`src/rtl/uv_oc_pkg.sv`:
```
package uv_oc_pkg;

    // ==========================================================
    // pages and command codes
    localparam int          NUM_PAGES        = 2;
    localparam logic [7:0]  CMD_UV_THRESHOLD = 8'h44;
    localparam logic [7:0]  CMD_UV_RESPONSE  = 8'h45;
    localparam logic [7:0]  CMD_OC_THRESHOLD = 8'h46;
    localparam logic [7:0]  CMD_OC_RESPONSE  = 8'h47;
    localparam logic [7:0]  CMD_FAULT_STATUS = 8'h7a;

    // ==========================================================
    // reset values
    localparam logic [15:0] UV_THR_RST       = 16'h0000;
    localparam logic [7:0]  UV_RESP_RST      = 8'h84;
    localparam logic [15:0] OC_THR_RST       = 16'h012c;
    localparam logic [7:0]  OC_RESP_RST      = 8'hc4;
    localparam logic [1:0]  STATUS_RST       = 2'h0;

    // ==========================================================
    // response byte fields and codes
    localparam int          MODE_HI          = 7;
    localparam int          MODE_LO          = 6;
    localparam int          RETRY_HI         = 5;
    localparam int          RETRY_LO         = 3;
    localparam int          DELAY_HI         = 2;
    localparam int          DELAY_LO         = 0;
    localparam logic [1:0]  UV_MODE_DISABLE  = 2'h2;
    localparam logic [1:0]  OC_MODE_DISABLE  = 2'h3;
    localparam logic [2:0]  RETRY_FOREVER    = 3'h7;
    localparam int          STATUS_UV_BIT    = 0;
    localparam int          STATUS_OC_BIT    = 1;

    // ==========================================================
    // timing
    localparam int unsigned CLK_FREQ_KHZ     = 200_000;
    localparam int unsigned RETRY_STEP_MS    = 25;
    localparam int unsigned RETRY_STEP_CYCLES = RETRY_STEP_MS * CLK_FREQ_KHZ;

    typedef enum logic [1:0] {
        st_off,
        st_on,
        st_latched,
        st_wait
    } rail_state_t;

endpackage

```
`src/rtl/rail_if.sv`:
```
`timescale 1ns/1ps
`default_nettype none
interface rail_if;
    logic [7:0]  uv_resp;
    logic [7:0]  oc_resp;
    logic [15:0] uv_thr;
    logic [15:0] oc_thr;
    logic        enabled;
    logic        ramping;
    logic        other_shutdown;
    logic [15:0] vout_mv;
    logic [15:0] iout_da;
    logic        out_en;
    logic        uv_event;
    logic        oc_event;

    modport ctrl (output uv_resp, oc_resp, uv_thr, oc_thr, enabled, ramping, other_shutdown,
                  vout_mv, iout_da, input out_en, uv_event, oc_event);
    modport responder (input uv_resp, oc_resp, uv_thr, oc_thr, enabled, ramping, other_shutdown,
                       vout_mv, iout_da, output out_en, uv_event, oc_event);
endinterface
`default_nettype wire

```
`src/rtl/rail_responder.sv`:
```
`timescale 1ns/1ps
`default_nettype none
module rail_responder
    import uv_oc_pkg::*;
#(
    parameter int unsigned STEP_CYCLES = RETRY_STEP_CYCLES
) (
    input wire logic clock,        // 200 MHz
    input wire logic rst_b,        // async reset, active low
    rail_if.responder  rif         // config in, fault events out
);
    rail_state_t state_r;
    rail_state_t state_nxt;
    logic [31:0] wait_r;
    logic [31:0] wait_nxt;

    // ==========================================================
    // fault detection
    wire rail_on   = (state_r == st_on);
    wire uv_detect = rail_on && !rif.ramping && (rif.vout_mv < rif.uv_thr);
    wire oc_detect = rif.iout_da > rif.oc_thr;
    wire uv_shut   = uv_detect && (rif.uv_resp[MODE_HI:MODE_LO] == UV_MODE_DISABLE);
    wire oc_shut   = rail_on && oc_detect
                     && (rif.oc_resp[MODE_HI:MODE_LO] == OC_MODE_DISABLE);
    // undervoltage wins the retry policy when both trip together
    wire [7:0] trip_resp = uv_shut ? rif.uv_resp : rif.oc_resp;
    wire retry_on  = (trip_resp[RETRY_HI:RETRY_LO] == RETRY_FOREVER);
    wire [31:0] retry_cycles = 32'(trip_resp[DELAY_HI:DELAY_LO]) * STEP_CYCLES;

    assign rif.uv_event = uv_detect;
    assign rif.oc_event = oc_detect;
    assign rif.out_en   = rail_on;

    // ==========================================================
    // shutdown and retry sequencing
    always_comb begin
        state_nxt = state_r;
        wait_nxt  = wait_r;
        case (state_r)
            st_off: begin
                if (rif.enabled) begin
                    state_nxt = st_on;
                end
            end
            st_on: begin
                if (!rif.enabled) begin
                    state_nxt = st_off;
                end else if (uv_shut || oc_shut) begin
                    state_nxt = retry_on ? st_wait : st_latched;
                    wait_nxt  = retry_cycles;
                end
            end
            st_latched: begin
                // only a restart of the rail leaves the latch
                if (!rif.enabled) begin
                    state_nxt = st_off;
                end
            end
            st_wait: begin
                if (!rif.enabled) begin
                    state_nxt = st_off;
                end else if (rif.other_shutdown) begin
                    state_nxt = st_latched;
                end else if (wait_r == 32'h0) begin
                    state_nxt = st_on;
                end else begin
                    wait_nxt = wait_r - 32'h1;
                end
            end
            default: begin
                state_nxt = st_off;
            end
        endcase
    end

    always_ff @(posedge clock or negedge rst_b) begin
        if (!rst_b) begin
            state_r <= st_off;
            wait_r  <= 32'h0;
        end else begin
            state_r <= state_nxt;
            wait_r  <= wait_nxt;
        end
    end
endmodule // rail_responder
`default_nettype wire

```
`src/rtl/uv_fault_response_oc_limit.sv`:
```
`timescale 1ns/1ps
`default_nettype none
// How it works
// - undervoltage detection is masked while the output ramps or is off.
// - undervoltage response bits 7:6 select behaviour; 00 continues, 01 and 11 unsupported.
// - undervoltage response 10, or overcurrent response 11, shuts the output off then follows retry bits 5:3.
// - an undervoltage fault pulls the alert line low and sets its flag.
// - retry code 000 keeps output off until the rail restarts.
// - retry code 111 retries forever until commanded off, bias lost, other fault.
// - undervoltage response register resets to 84h, latch off without retry.
// - undervoltage response is a one-byte read-write register.
// - overcurrent threshold is 16-bit unsigned, 0.1 A per step.
// - overcurrent threshold resets to 12Ch, thirty amperes.
// - undervoltage compares output voltage against a 1 mV threshold register.
// - overcurrent action is set by the response register at 47h.
module uv_fault_response_oc_limit
    import uv_oc_pkg::*;
#(
    parameter int unsigned STEP_CYCLES = RETRY_STEP_CYCLES
) (
    input  wire logic                  clock,             // 200 MHz
    input  wire logic                  rst_b,             // async reset, active low
    input  wire logic                  cmd_valid,         // command strobe, one cycle
    input  wire logic                  cmd_write,         // 1 write, 0 read
    input  wire logic                  cmd_page,          // selected rail
    input  wire logic [7:0]            cmd_code,          // command code
    input  wire logic [15:0]           cmd_wdata,         // write data
    output logic                       cmd_ack,           // accepted, one cycle
    output logic                       cmd_nak,           // unknown code, one cycle
    output logic      [15:0]           cmd_rdata,         // read data
    input  wire logic [NUM_PAGES-1:0]  ctrl_pin,          // rail enable pins, async
    input  wire logic                  bias_ok_pin,       // bias good, async
    input  wire logic [NUM_PAGES-1:0]  op_on,             // operation command on
    input  wire logic [NUM_PAGES-1:0]  ramping,           // soft start in progress
    input  wire logic [NUM_PAGES-1:0]  other_shutdown,    // other fault shut rail
    input  wire logic [NUM_PAGES*16-1:0] vout_mv,         // output voltage, 1 mV
    input  wire logic [NUM_PAGES*16-1:0] iout_da,         // summed current, 0.1 A
    output logic      [NUM_PAGES-1:0]  output_enable,     // rail power enable
    output logic                       alert_line_n       // alert, active low
);
    // ==========================================================
    // command decode
    wire hit_uv_thr  = (cmd_code == CMD_UV_THRESHOLD);
    wire hit_uv_resp = (cmd_code == CMD_UV_RESPONSE);
    wire hit_oc_thr  = (cmd_code == CMD_OC_THRESHOLD);
    wire hit_oc_resp = (cmd_code == CMD_OC_RESPONSE);
    wire hit_status  = (cmd_code == CMD_FAULT_STATUS);
    wire code_known  = hit_uv_thr || hit_uv_resp || hit_oc_thr || hit_oc_resp || hit_status;
    // an unknown code is answered but never touches state
    wire wr_cmd      = cmd_valid && cmd_write;
    wire rd_cmd      = cmd_valid && !cmd_write;
    wire wr_uv_thr   = wr_cmd && hit_uv_thr;
    wire wr_uv_resp  = wr_cmd && hit_uv_resp;
    wire wr_oc_thr   = wr_cmd && hit_oc_thr;
    wire wr_oc_resp  = wr_cmd && hit_oc_resp;
    wire wr_status   = wr_cmd && hit_status;

    // ==========================================================
    // pin synchronisers
    logic [NUM_PAGES-1:0] ctrl_meta_r;
    logic [NUM_PAGES-1:0] ctrl_sync_r;
    logic                 bias_meta_r;
    logic                 bias_sync_r;

    always_ff @(posedge clock or negedge rst_b) begin
        if (!rst_b) begin
            ctrl_meta_r <= '0;
            ctrl_sync_r <= '0;
            bias_meta_r <= 1'b0;
            bias_sync_r <= 1'b0;
        end else begin
            ctrl_meta_r <= ctrl_pin;
            ctrl_sync_r <= ctrl_meta_r;
            bias_meta_r <= bias_ok_pin;
            bias_sync_r <= bias_meta_r;
        end
    end

    // ==========================================================
    // rail enable qualifiers
    // a lost bias or a commanded off stops any retry
    wire [NUM_PAGES-1:0] rail_enabled = ctrl_sync_r & op_on & {NUM_PAGES{bias_sync_r}};

    // ==========================================================
    // per page registers and responders
    logic [7:0]           uv_resp_r [NUM_PAGES];
    logic [7:0]           oc_resp_r [NUM_PAGES];
    logic [15:0]          uv_thr_r  [NUM_PAGES];
    logic [15:0]          oc_thr_r  [NUM_PAGES];
    logic [1:0]           status_r  [NUM_PAGES];
    logic [NUM_PAGES-1:0] flag_any;

    genvar p;
    generate
        for (p = 0; p < NUM_PAGES; p++) begin : g_page
            rail_if rif ();
            wire        sel        = (cmd_page == 1'(p));
            wire        we_uv_resp = wr_uv_resp && sel;
            wire        we_oc_resp = wr_oc_resp && sel;
            wire        we_uv_thr  = wr_uv_thr && sel;
            wire        we_oc_thr  = wr_oc_thr && sel;
            wire        uv_clr     = wr_status && sel && cmd_wdata[STATUS_UV_BIT];
            wire        oc_clr     = wr_status && sel && cmd_wdata[STATUS_OC_BIT];
            logic [1:0] status_nxt;

            assign rif.uv_resp        = uv_resp_r[p];
            assign rif.oc_resp        = oc_resp_r[p];
            assign rif.uv_thr         = uv_thr_r[p];
            assign rif.oc_thr         = oc_thr_r[p];
            assign rif.enabled        = rail_enabled[p];
            assign rif.ramping        = ramping[p];
            assign rif.other_shutdown = other_shutdown[p];
            assign rif.vout_mv        = vout_mv[p*16 +: 16];
            assign rif.iout_da        = iout_da[p*16 +: 16];
            assign output_enable[p]   = rif.out_en;
            assign flag_any[p]        = |status_r[p];

            // write one to clear; a fault in the same cycle keeps its flag set
            always_comb begin
                status_nxt = status_r[p];
                if (uv_clr) begin
                    status_nxt[STATUS_UV_BIT] = 1'b0;
                end
                if (oc_clr) begin
                    status_nxt[STATUS_OC_BIT] = 1'b0;
                end
                if (rif.uv_event) begin
                    status_nxt[STATUS_UV_BIT] = 1'b1;
                end
                if (rif.oc_event) begin
                    status_nxt[STATUS_OC_BIT] = 1'b1;
                end
            end

            always_ff @(posedge clock or negedge rst_b) begin
                if (!rst_b) begin
                    uv_resp_r[p] <= UV_RESP_RST;
                end else if (we_uv_resp) begin
                    uv_resp_r[p] <= cmd_wdata[7:0];
                end
            end

            always_ff @(posedge clock or negedge rst_b) begin
                if (!rst_b) begin
                    oc_resp_r[p] <= OC_RESP_RST;
                end else if (we_oc_resp) begin
                    oc_resp_r[p] <= cmd_wdata[7:0];
                end
            end

            always_ff @(posedge clock or negedge rst_b) begin
                if (!rst_b) begin
                    uv_thr_r[p] <= UV_THR_RST;
                end else if (we_uv_thr) begin
                    uv_thr_r[p] <= cmd_wdata;
                end
            end

            always_ff @(posedge clock or negedge rst_b) begin
                if (!rst_b) begin
                    oc_thr_r[p] <= OC_THR_RST;
                end else if (we_oc_thr) begin
                    oc_thr_r[p] <= cmd_wdata;
                end
            end

            always_ff @(posedge clock or negedge rst_b) begin
                if (!rst_b) begin
                    status_r[p] <= STATUS_RST;
                end else begin
                    status_r[p] <= status_nxt;
                end
            end

            rail_responder #(
                .STEP_CYCLES (STEP_CYCLES)
            ) u_resp (
                .clock (clock),
                .rst_b (rst_b),
                .rif   (rif)
            );
        end
    endgenerate

    // ==========================================================
    // read mux and answer
    wire [15:0] rd_uv_thr  = uv_thr_r[cmd_page];
    wire [15:0] rd_uv_resp = {8'h00, uv_resp_r[cmd_page]};
    wire [15:0] rd_oc_thr  = oc_thr_r[cmd_page];
    wire [15:0] rd_oc_resp = {8'h00, oc_resp_r[cmd_page]};
    wire [15:0] rd_status  = {14'h0, status_r[cmd_page]};
    // an unknown code selects nothing and reads back zero
    wire [15:0] rd_mux     = ({16{hit_uv_thr}}  & rd_uv_thr)
                           | ({16{hit_uv_resp}} & rd_uv_resp)
                           | ({16{hit_oc_thr}}  & rd_oc_thr)
                           | ({16{hit_oc_resp}} & rd_oc_resp)
                           | ({16{hit_status}}  & rd_status);

    wire        ack_nxt   = cmd_valid && code_known;
    wire        nak_nxt   = cmd_valid && !code_known;
    // the line follows the flags one cycle later
    wire        alert_nxt = ~(|flag_any);
    logic       alert_n_r;

    always_ff @(posedge clock or negedge rst_b) begin
        if (!rst_b) begin
            cmd_ack   <= 1'b0;
            cmd_nak   <= 1'b0;
            cmd_rdata <= 16'h0000;
            alert_n_r <= 1'b1;
        end else begin
            cmd_ack   <= ack_nxt;
            cmd_nak   <= nak_nxt;
            if (rd_cmd) begin
                cmd_rdata <= rd_mux;
            end
            alert_n_r <= alert_nxt;
        end
    end

    assign alert_line_n = alert_n_r;
endmodule // uv_fault_response_oc_limit
`default_nettype wire

```
`config.mk`:
```
export PLATFORM = sky130hd
export DESIGN_NAME = uv_fault_response_oc_limit
export DESIGN_NICKNAME = d
export VERILOG_FILES = /design/src/rtl/uv_oc_pkg.sv /design/src/rtl/rail_if.sv /design/src/rtl/rail_responder.sv /design/src/rtl/uv_fault_response_oc_limit.sv
export SDC_FILE = /design/constraint.sdc
export NUM_CORES = 1
export LEC_CHECK = 0
export BUFFER_PORTS_ARGS = -buffer_cell sky130_fd_sc_hd__buf_2
export CORE_MARGIN = 10
export CORE_UTILIZATION = 35
export CTS_BUF_LIST = sky130_fd_sc_hd__clkbuf_2 sky130_fd_sc_hd__clkbuf_4 sky130_fd_sc_hd__clkbuf_8
export DETAILED_ROUTE_END_ITERATION = 16
export PLACE_DENSITY = 0.52
export RECOVER_POWER = 50
export SYNTH_ARGS = -nofsm -noshare
export SYNTH_HDL_FRONTEND = slang
export SYNTH_SLANG_ARGS = --single-unit
```
`constraint.sdc`:
```
create_clock -name clock -period 4.3 [get_ports clock]
set_clock_uncertainty 0.2 [all_clocks]
set_input_delay 0.215 -clock clock [delete_from_list [all_inputs] [get_ports clock]]
set_output_delay 0.215 -clock clock [all_outputs]
set_load 0.005 [all_outputs]
```
==> flow_summary.yaml <==
status:
  status: "finished with violations"
  violations: "capacitance limit, slew limit"
clock_network:
  cts_max_level: 4
  insertion_delay_ps: 490
  tritoncts: "yes"
  clk_pin_slew_worst_paths_ps: 120
  cts_inserted_buffers: 17
  cts_num_sinks: 193
  cts_root_buffer: "clkbuf_8"
  cts_max_path_buffers: 2
yosys:
  yosysSeqAreaShare_pct: 41.2
  ys_ff_latch: 193
  synth_flop_cell: "dfrtp_1"
  synth_fa_ha_area_share_pct: 9.04
  syn_area_um2: 11800
  synth-xor-area-share_pct: 0.966
  synth_top_family_by_area: "compound AO/OA/AOI/OAI gates"
  synth.avg_cell_area_um2: 9.77
  ys_warn_count: 0
  synth-simple-area-share_pct: 14.6
  synth.area.mux_share_pct: 13.6
  syn_inst: 1207
  ys_types: 79
  synth-edff-count: 0
  postSynth.asyncResetShare_pct: 100
  synth_compound_area_share_pct: 16.0
  synth_fp_nets: 1393
worst_setup_path:
  cp.arrival_ps: 4370
  crit_end: "g_page[0].u_resp.wait_r[13]"
  r2r_start: "g_page[0].rif.uv_thr[11]"
  end_kind: "flop"
  critPathMaxFanout: 3
  worstReg2RegEnd: "g_page[0].u_resp.wait_r[13]"
  reg2reg_slack_ps: 140
  start_kind: "flop"
  cp.required_ps: 4510
  reg2reg_depth: 18
  crit_type: "reg2reg"
  startpoint: "g_page[0].rif.uv_thr[11]"
timing:
  slew_headroom_pct: -63.0
  clock.fmax_mhz: 241
  finalMaxSlewViolations: 93
  period_share_pct: 96.7
  layout_min_cycle_time_ps: 4160
  worst_slack_ps: 143
  setup_tns_ps: 0
  finalHoldViolCount: 0
  grt_setup_unrepaired: "true"
  setup_viol: 0
  worst_slew_pin_slew_ps: 2450
route:
  via_per_inst: 5.33
  avgRoutedWirePerCell_um: 19.1
  dr.pass1.iters: 7
  post-route-drc-count: 0
  num_vias: 9724
  ant_nets: 0
  drt-initial-drc-count: 528
  wirelength_um: 34900
floorplan:
  core.rowCount: 67
  ioPinCount: 123
  die_width_um: 204
  chipHeight_um: 204
  core_um2: 33400
  fp.dieArea_um2: 41400
  initial_core_util_pct: 35.3
finish:
  post-route-util_pct: 41.5
  nets: 1549
  drive_gt1_share_pct: 23.8
  syn_to_final_growth_pct: 17.5
  diodes: 0
  layout_common_cells: "174 x dfrtp_1, 102 x buf_2, 97 x o21ai_0"
  layout_commonest_cell: "dfrtp_1"
global_route:
  grt_pass1_vias: 9857
  grt_first_pass_wirelength_um: 55400
  grt_use_total_pct: 17.0
  grt_max_degree: 94
  overflow: 0
  antenna_found_initial: 0
place:
  port_buffers: 122
  dp_hpwl_um: 26200
  gp_congestion: 0.890
  dp_worst_setup_slack_ps: -0.604
pwr:
  p_leak_nw: 6.30
  power_density_nw_per_um2: 258
  power_mw: 3.58
  ir_drop_mv: 0.182
job:
  maxCapViolations: 1
min_path:
  worstHoldPathType: "in2reg"
[worst min path at each step]
stage / start / endpoint / slack (ps) / cells past startpoint
6_report: cmd_write / g_page[0].rif.uv_resp[1] / 70 / 4
2_1_floorplan: rst_b / bias_meta_r / -280 / 0
3_3_place_gp: ctrl_pin[0] / ctrl_meta_r[0] / 120 / 1
4_1_cts: cmd_write / g_page[0].rif.uv_resp[1] / 40 / 4
5_1_grt: cmd_write / g_page[0].rif.uv_resp[1] / 90 / 4
3_5_place_dp: ctrl_pin[1] / ctrl_meta_r[1] / 130 / 1
[stage by stage]
| step | instance area [um^2] | instances | hold slack (ps) |
|---|---|---|---|
| 6_report | 13900 | 1824 | 72.8 |
| 5_1_grt | 13900 | 1824 | 85.8 |
| 4_1_cts | 13700 | 1820 | 41.3 |
| 3_5_place_dp | 13000 | 1756 | 127 |
| 3_3_place_gp | 13000 | 1756 | 125 |
| 2_1_floorplan | 11800 | 1207 | -281 |
[timing repair]
item	4_1_cts	5_1_grt
endpoints found under the setup margin	1	11
pin swaps	0	11
resized for setup	2	28
hold buffers	32	0
endpoints found under the hold margin	173	0
setup buffers	0	4
[logic make-up (layout without fill, tap and decap cells)]
group / after synthesis / count (layout)
buffers and inverters: 137 / 306
AND/OR/NAND/NOR: 338 / 338
adder cells (fa/ha/maj): 84 / 84
XOR/XNOR: 13 / 13
flip-flops: 193 / 193
multiplexers: 140 / 140
AO/OA/AOI/OAI: 302 / 302
[metal layers]
| metal | up-vias | routed length [um] | part of all wire (%) | GRT usage [%] |
|---|---|---|---|---|
| li1 | 4722 | - | - | - |
| met1 | 4803 | 17200 | 49 | 23.8 |
| met2 | 170 | 15700 | 45 | 26.2 |
| met3 | 29 | 1400 | 4.0 | 3.49 |
| met4 | 0 | 584 | 1.7 | 4.42 |
| met5 | - | 0 | 0 | 0 |
[synth_stat cells (13+ instances only)]
cell      count  area share [%]
or3_1        17            0.90
mux2_2       98             9.4
nor3_1       31             1.3
inv_1        84             2.7
dfrtp_1     174              37
o21ai_0     100             4.2
a21oi_1      82             3.5
nand3_1      23            0.98
nor2_1       88             2.8
dfstp_2      19             4.2
nor4_1       13            0.69
clkbuf_1     32             1.0
nand4_1      19             1.0
nand2_1      75             2.4
ha_1         82             8.7
a31oi_1      13            0.69
mux2i_1      36             3.1
[registers in the layout (all words and copies together), names as in the netlist]
register               count
g_page.u_resp.wait_r      64
g_page.rif.oc_thr         32
g_page.rif.uv_thr         32
cmd_rdata                 16
g_page.rif.oc_resp        16
g_page.rif.uv_resp        16
g_page.u_resp.state_r      4
status_r                   4
ctrl_meta_r                2
ctrl_sync_r                2
alert_line_n               1
bias_meta_r                1
bias_sync_r                1
cmd_ack                    1
cmd_nak                    1
[report_power, final]
part	internal [mW]	switching, mW	total [mW]	leakage (nW)
logic	0.196	0.278	0.474	3.55
registers	1.87	0.0502	1.92	2.56
clock network	0.430	0.760	1.19	0.191
total	2.49	1.09	3.58	6.30
[area by class of cell]
cell class | count | area (um^2)
clock buffer | 17 | 234
clock inverter | 15 | 145
fill | 3345 | 19500
inverter | 85 | 319
multi-input combinational | 877 | 6540
sequential | 193 | 4850
tap | 448 | 561
timing repair buffer | 189 | 1200
[worst max-delay path, cell delays in order, from the launching register on]
cell	delay, ps
dfrtp_1	410
inv_2	80
ha_4	210
a41o_1	260
a21oi_4	160
o2111ai_4	170
or3b_4	460
nor2_8	100
mux2_4	330
ha_4	280
ha_2	170
inv_1	50
fa_1	370
inv_2	70
a31oi_2	90
buf_4	170
a211oi_4	200
nor3_2	70
o31ai_1	230
Power figures use the tool's default switching activity.
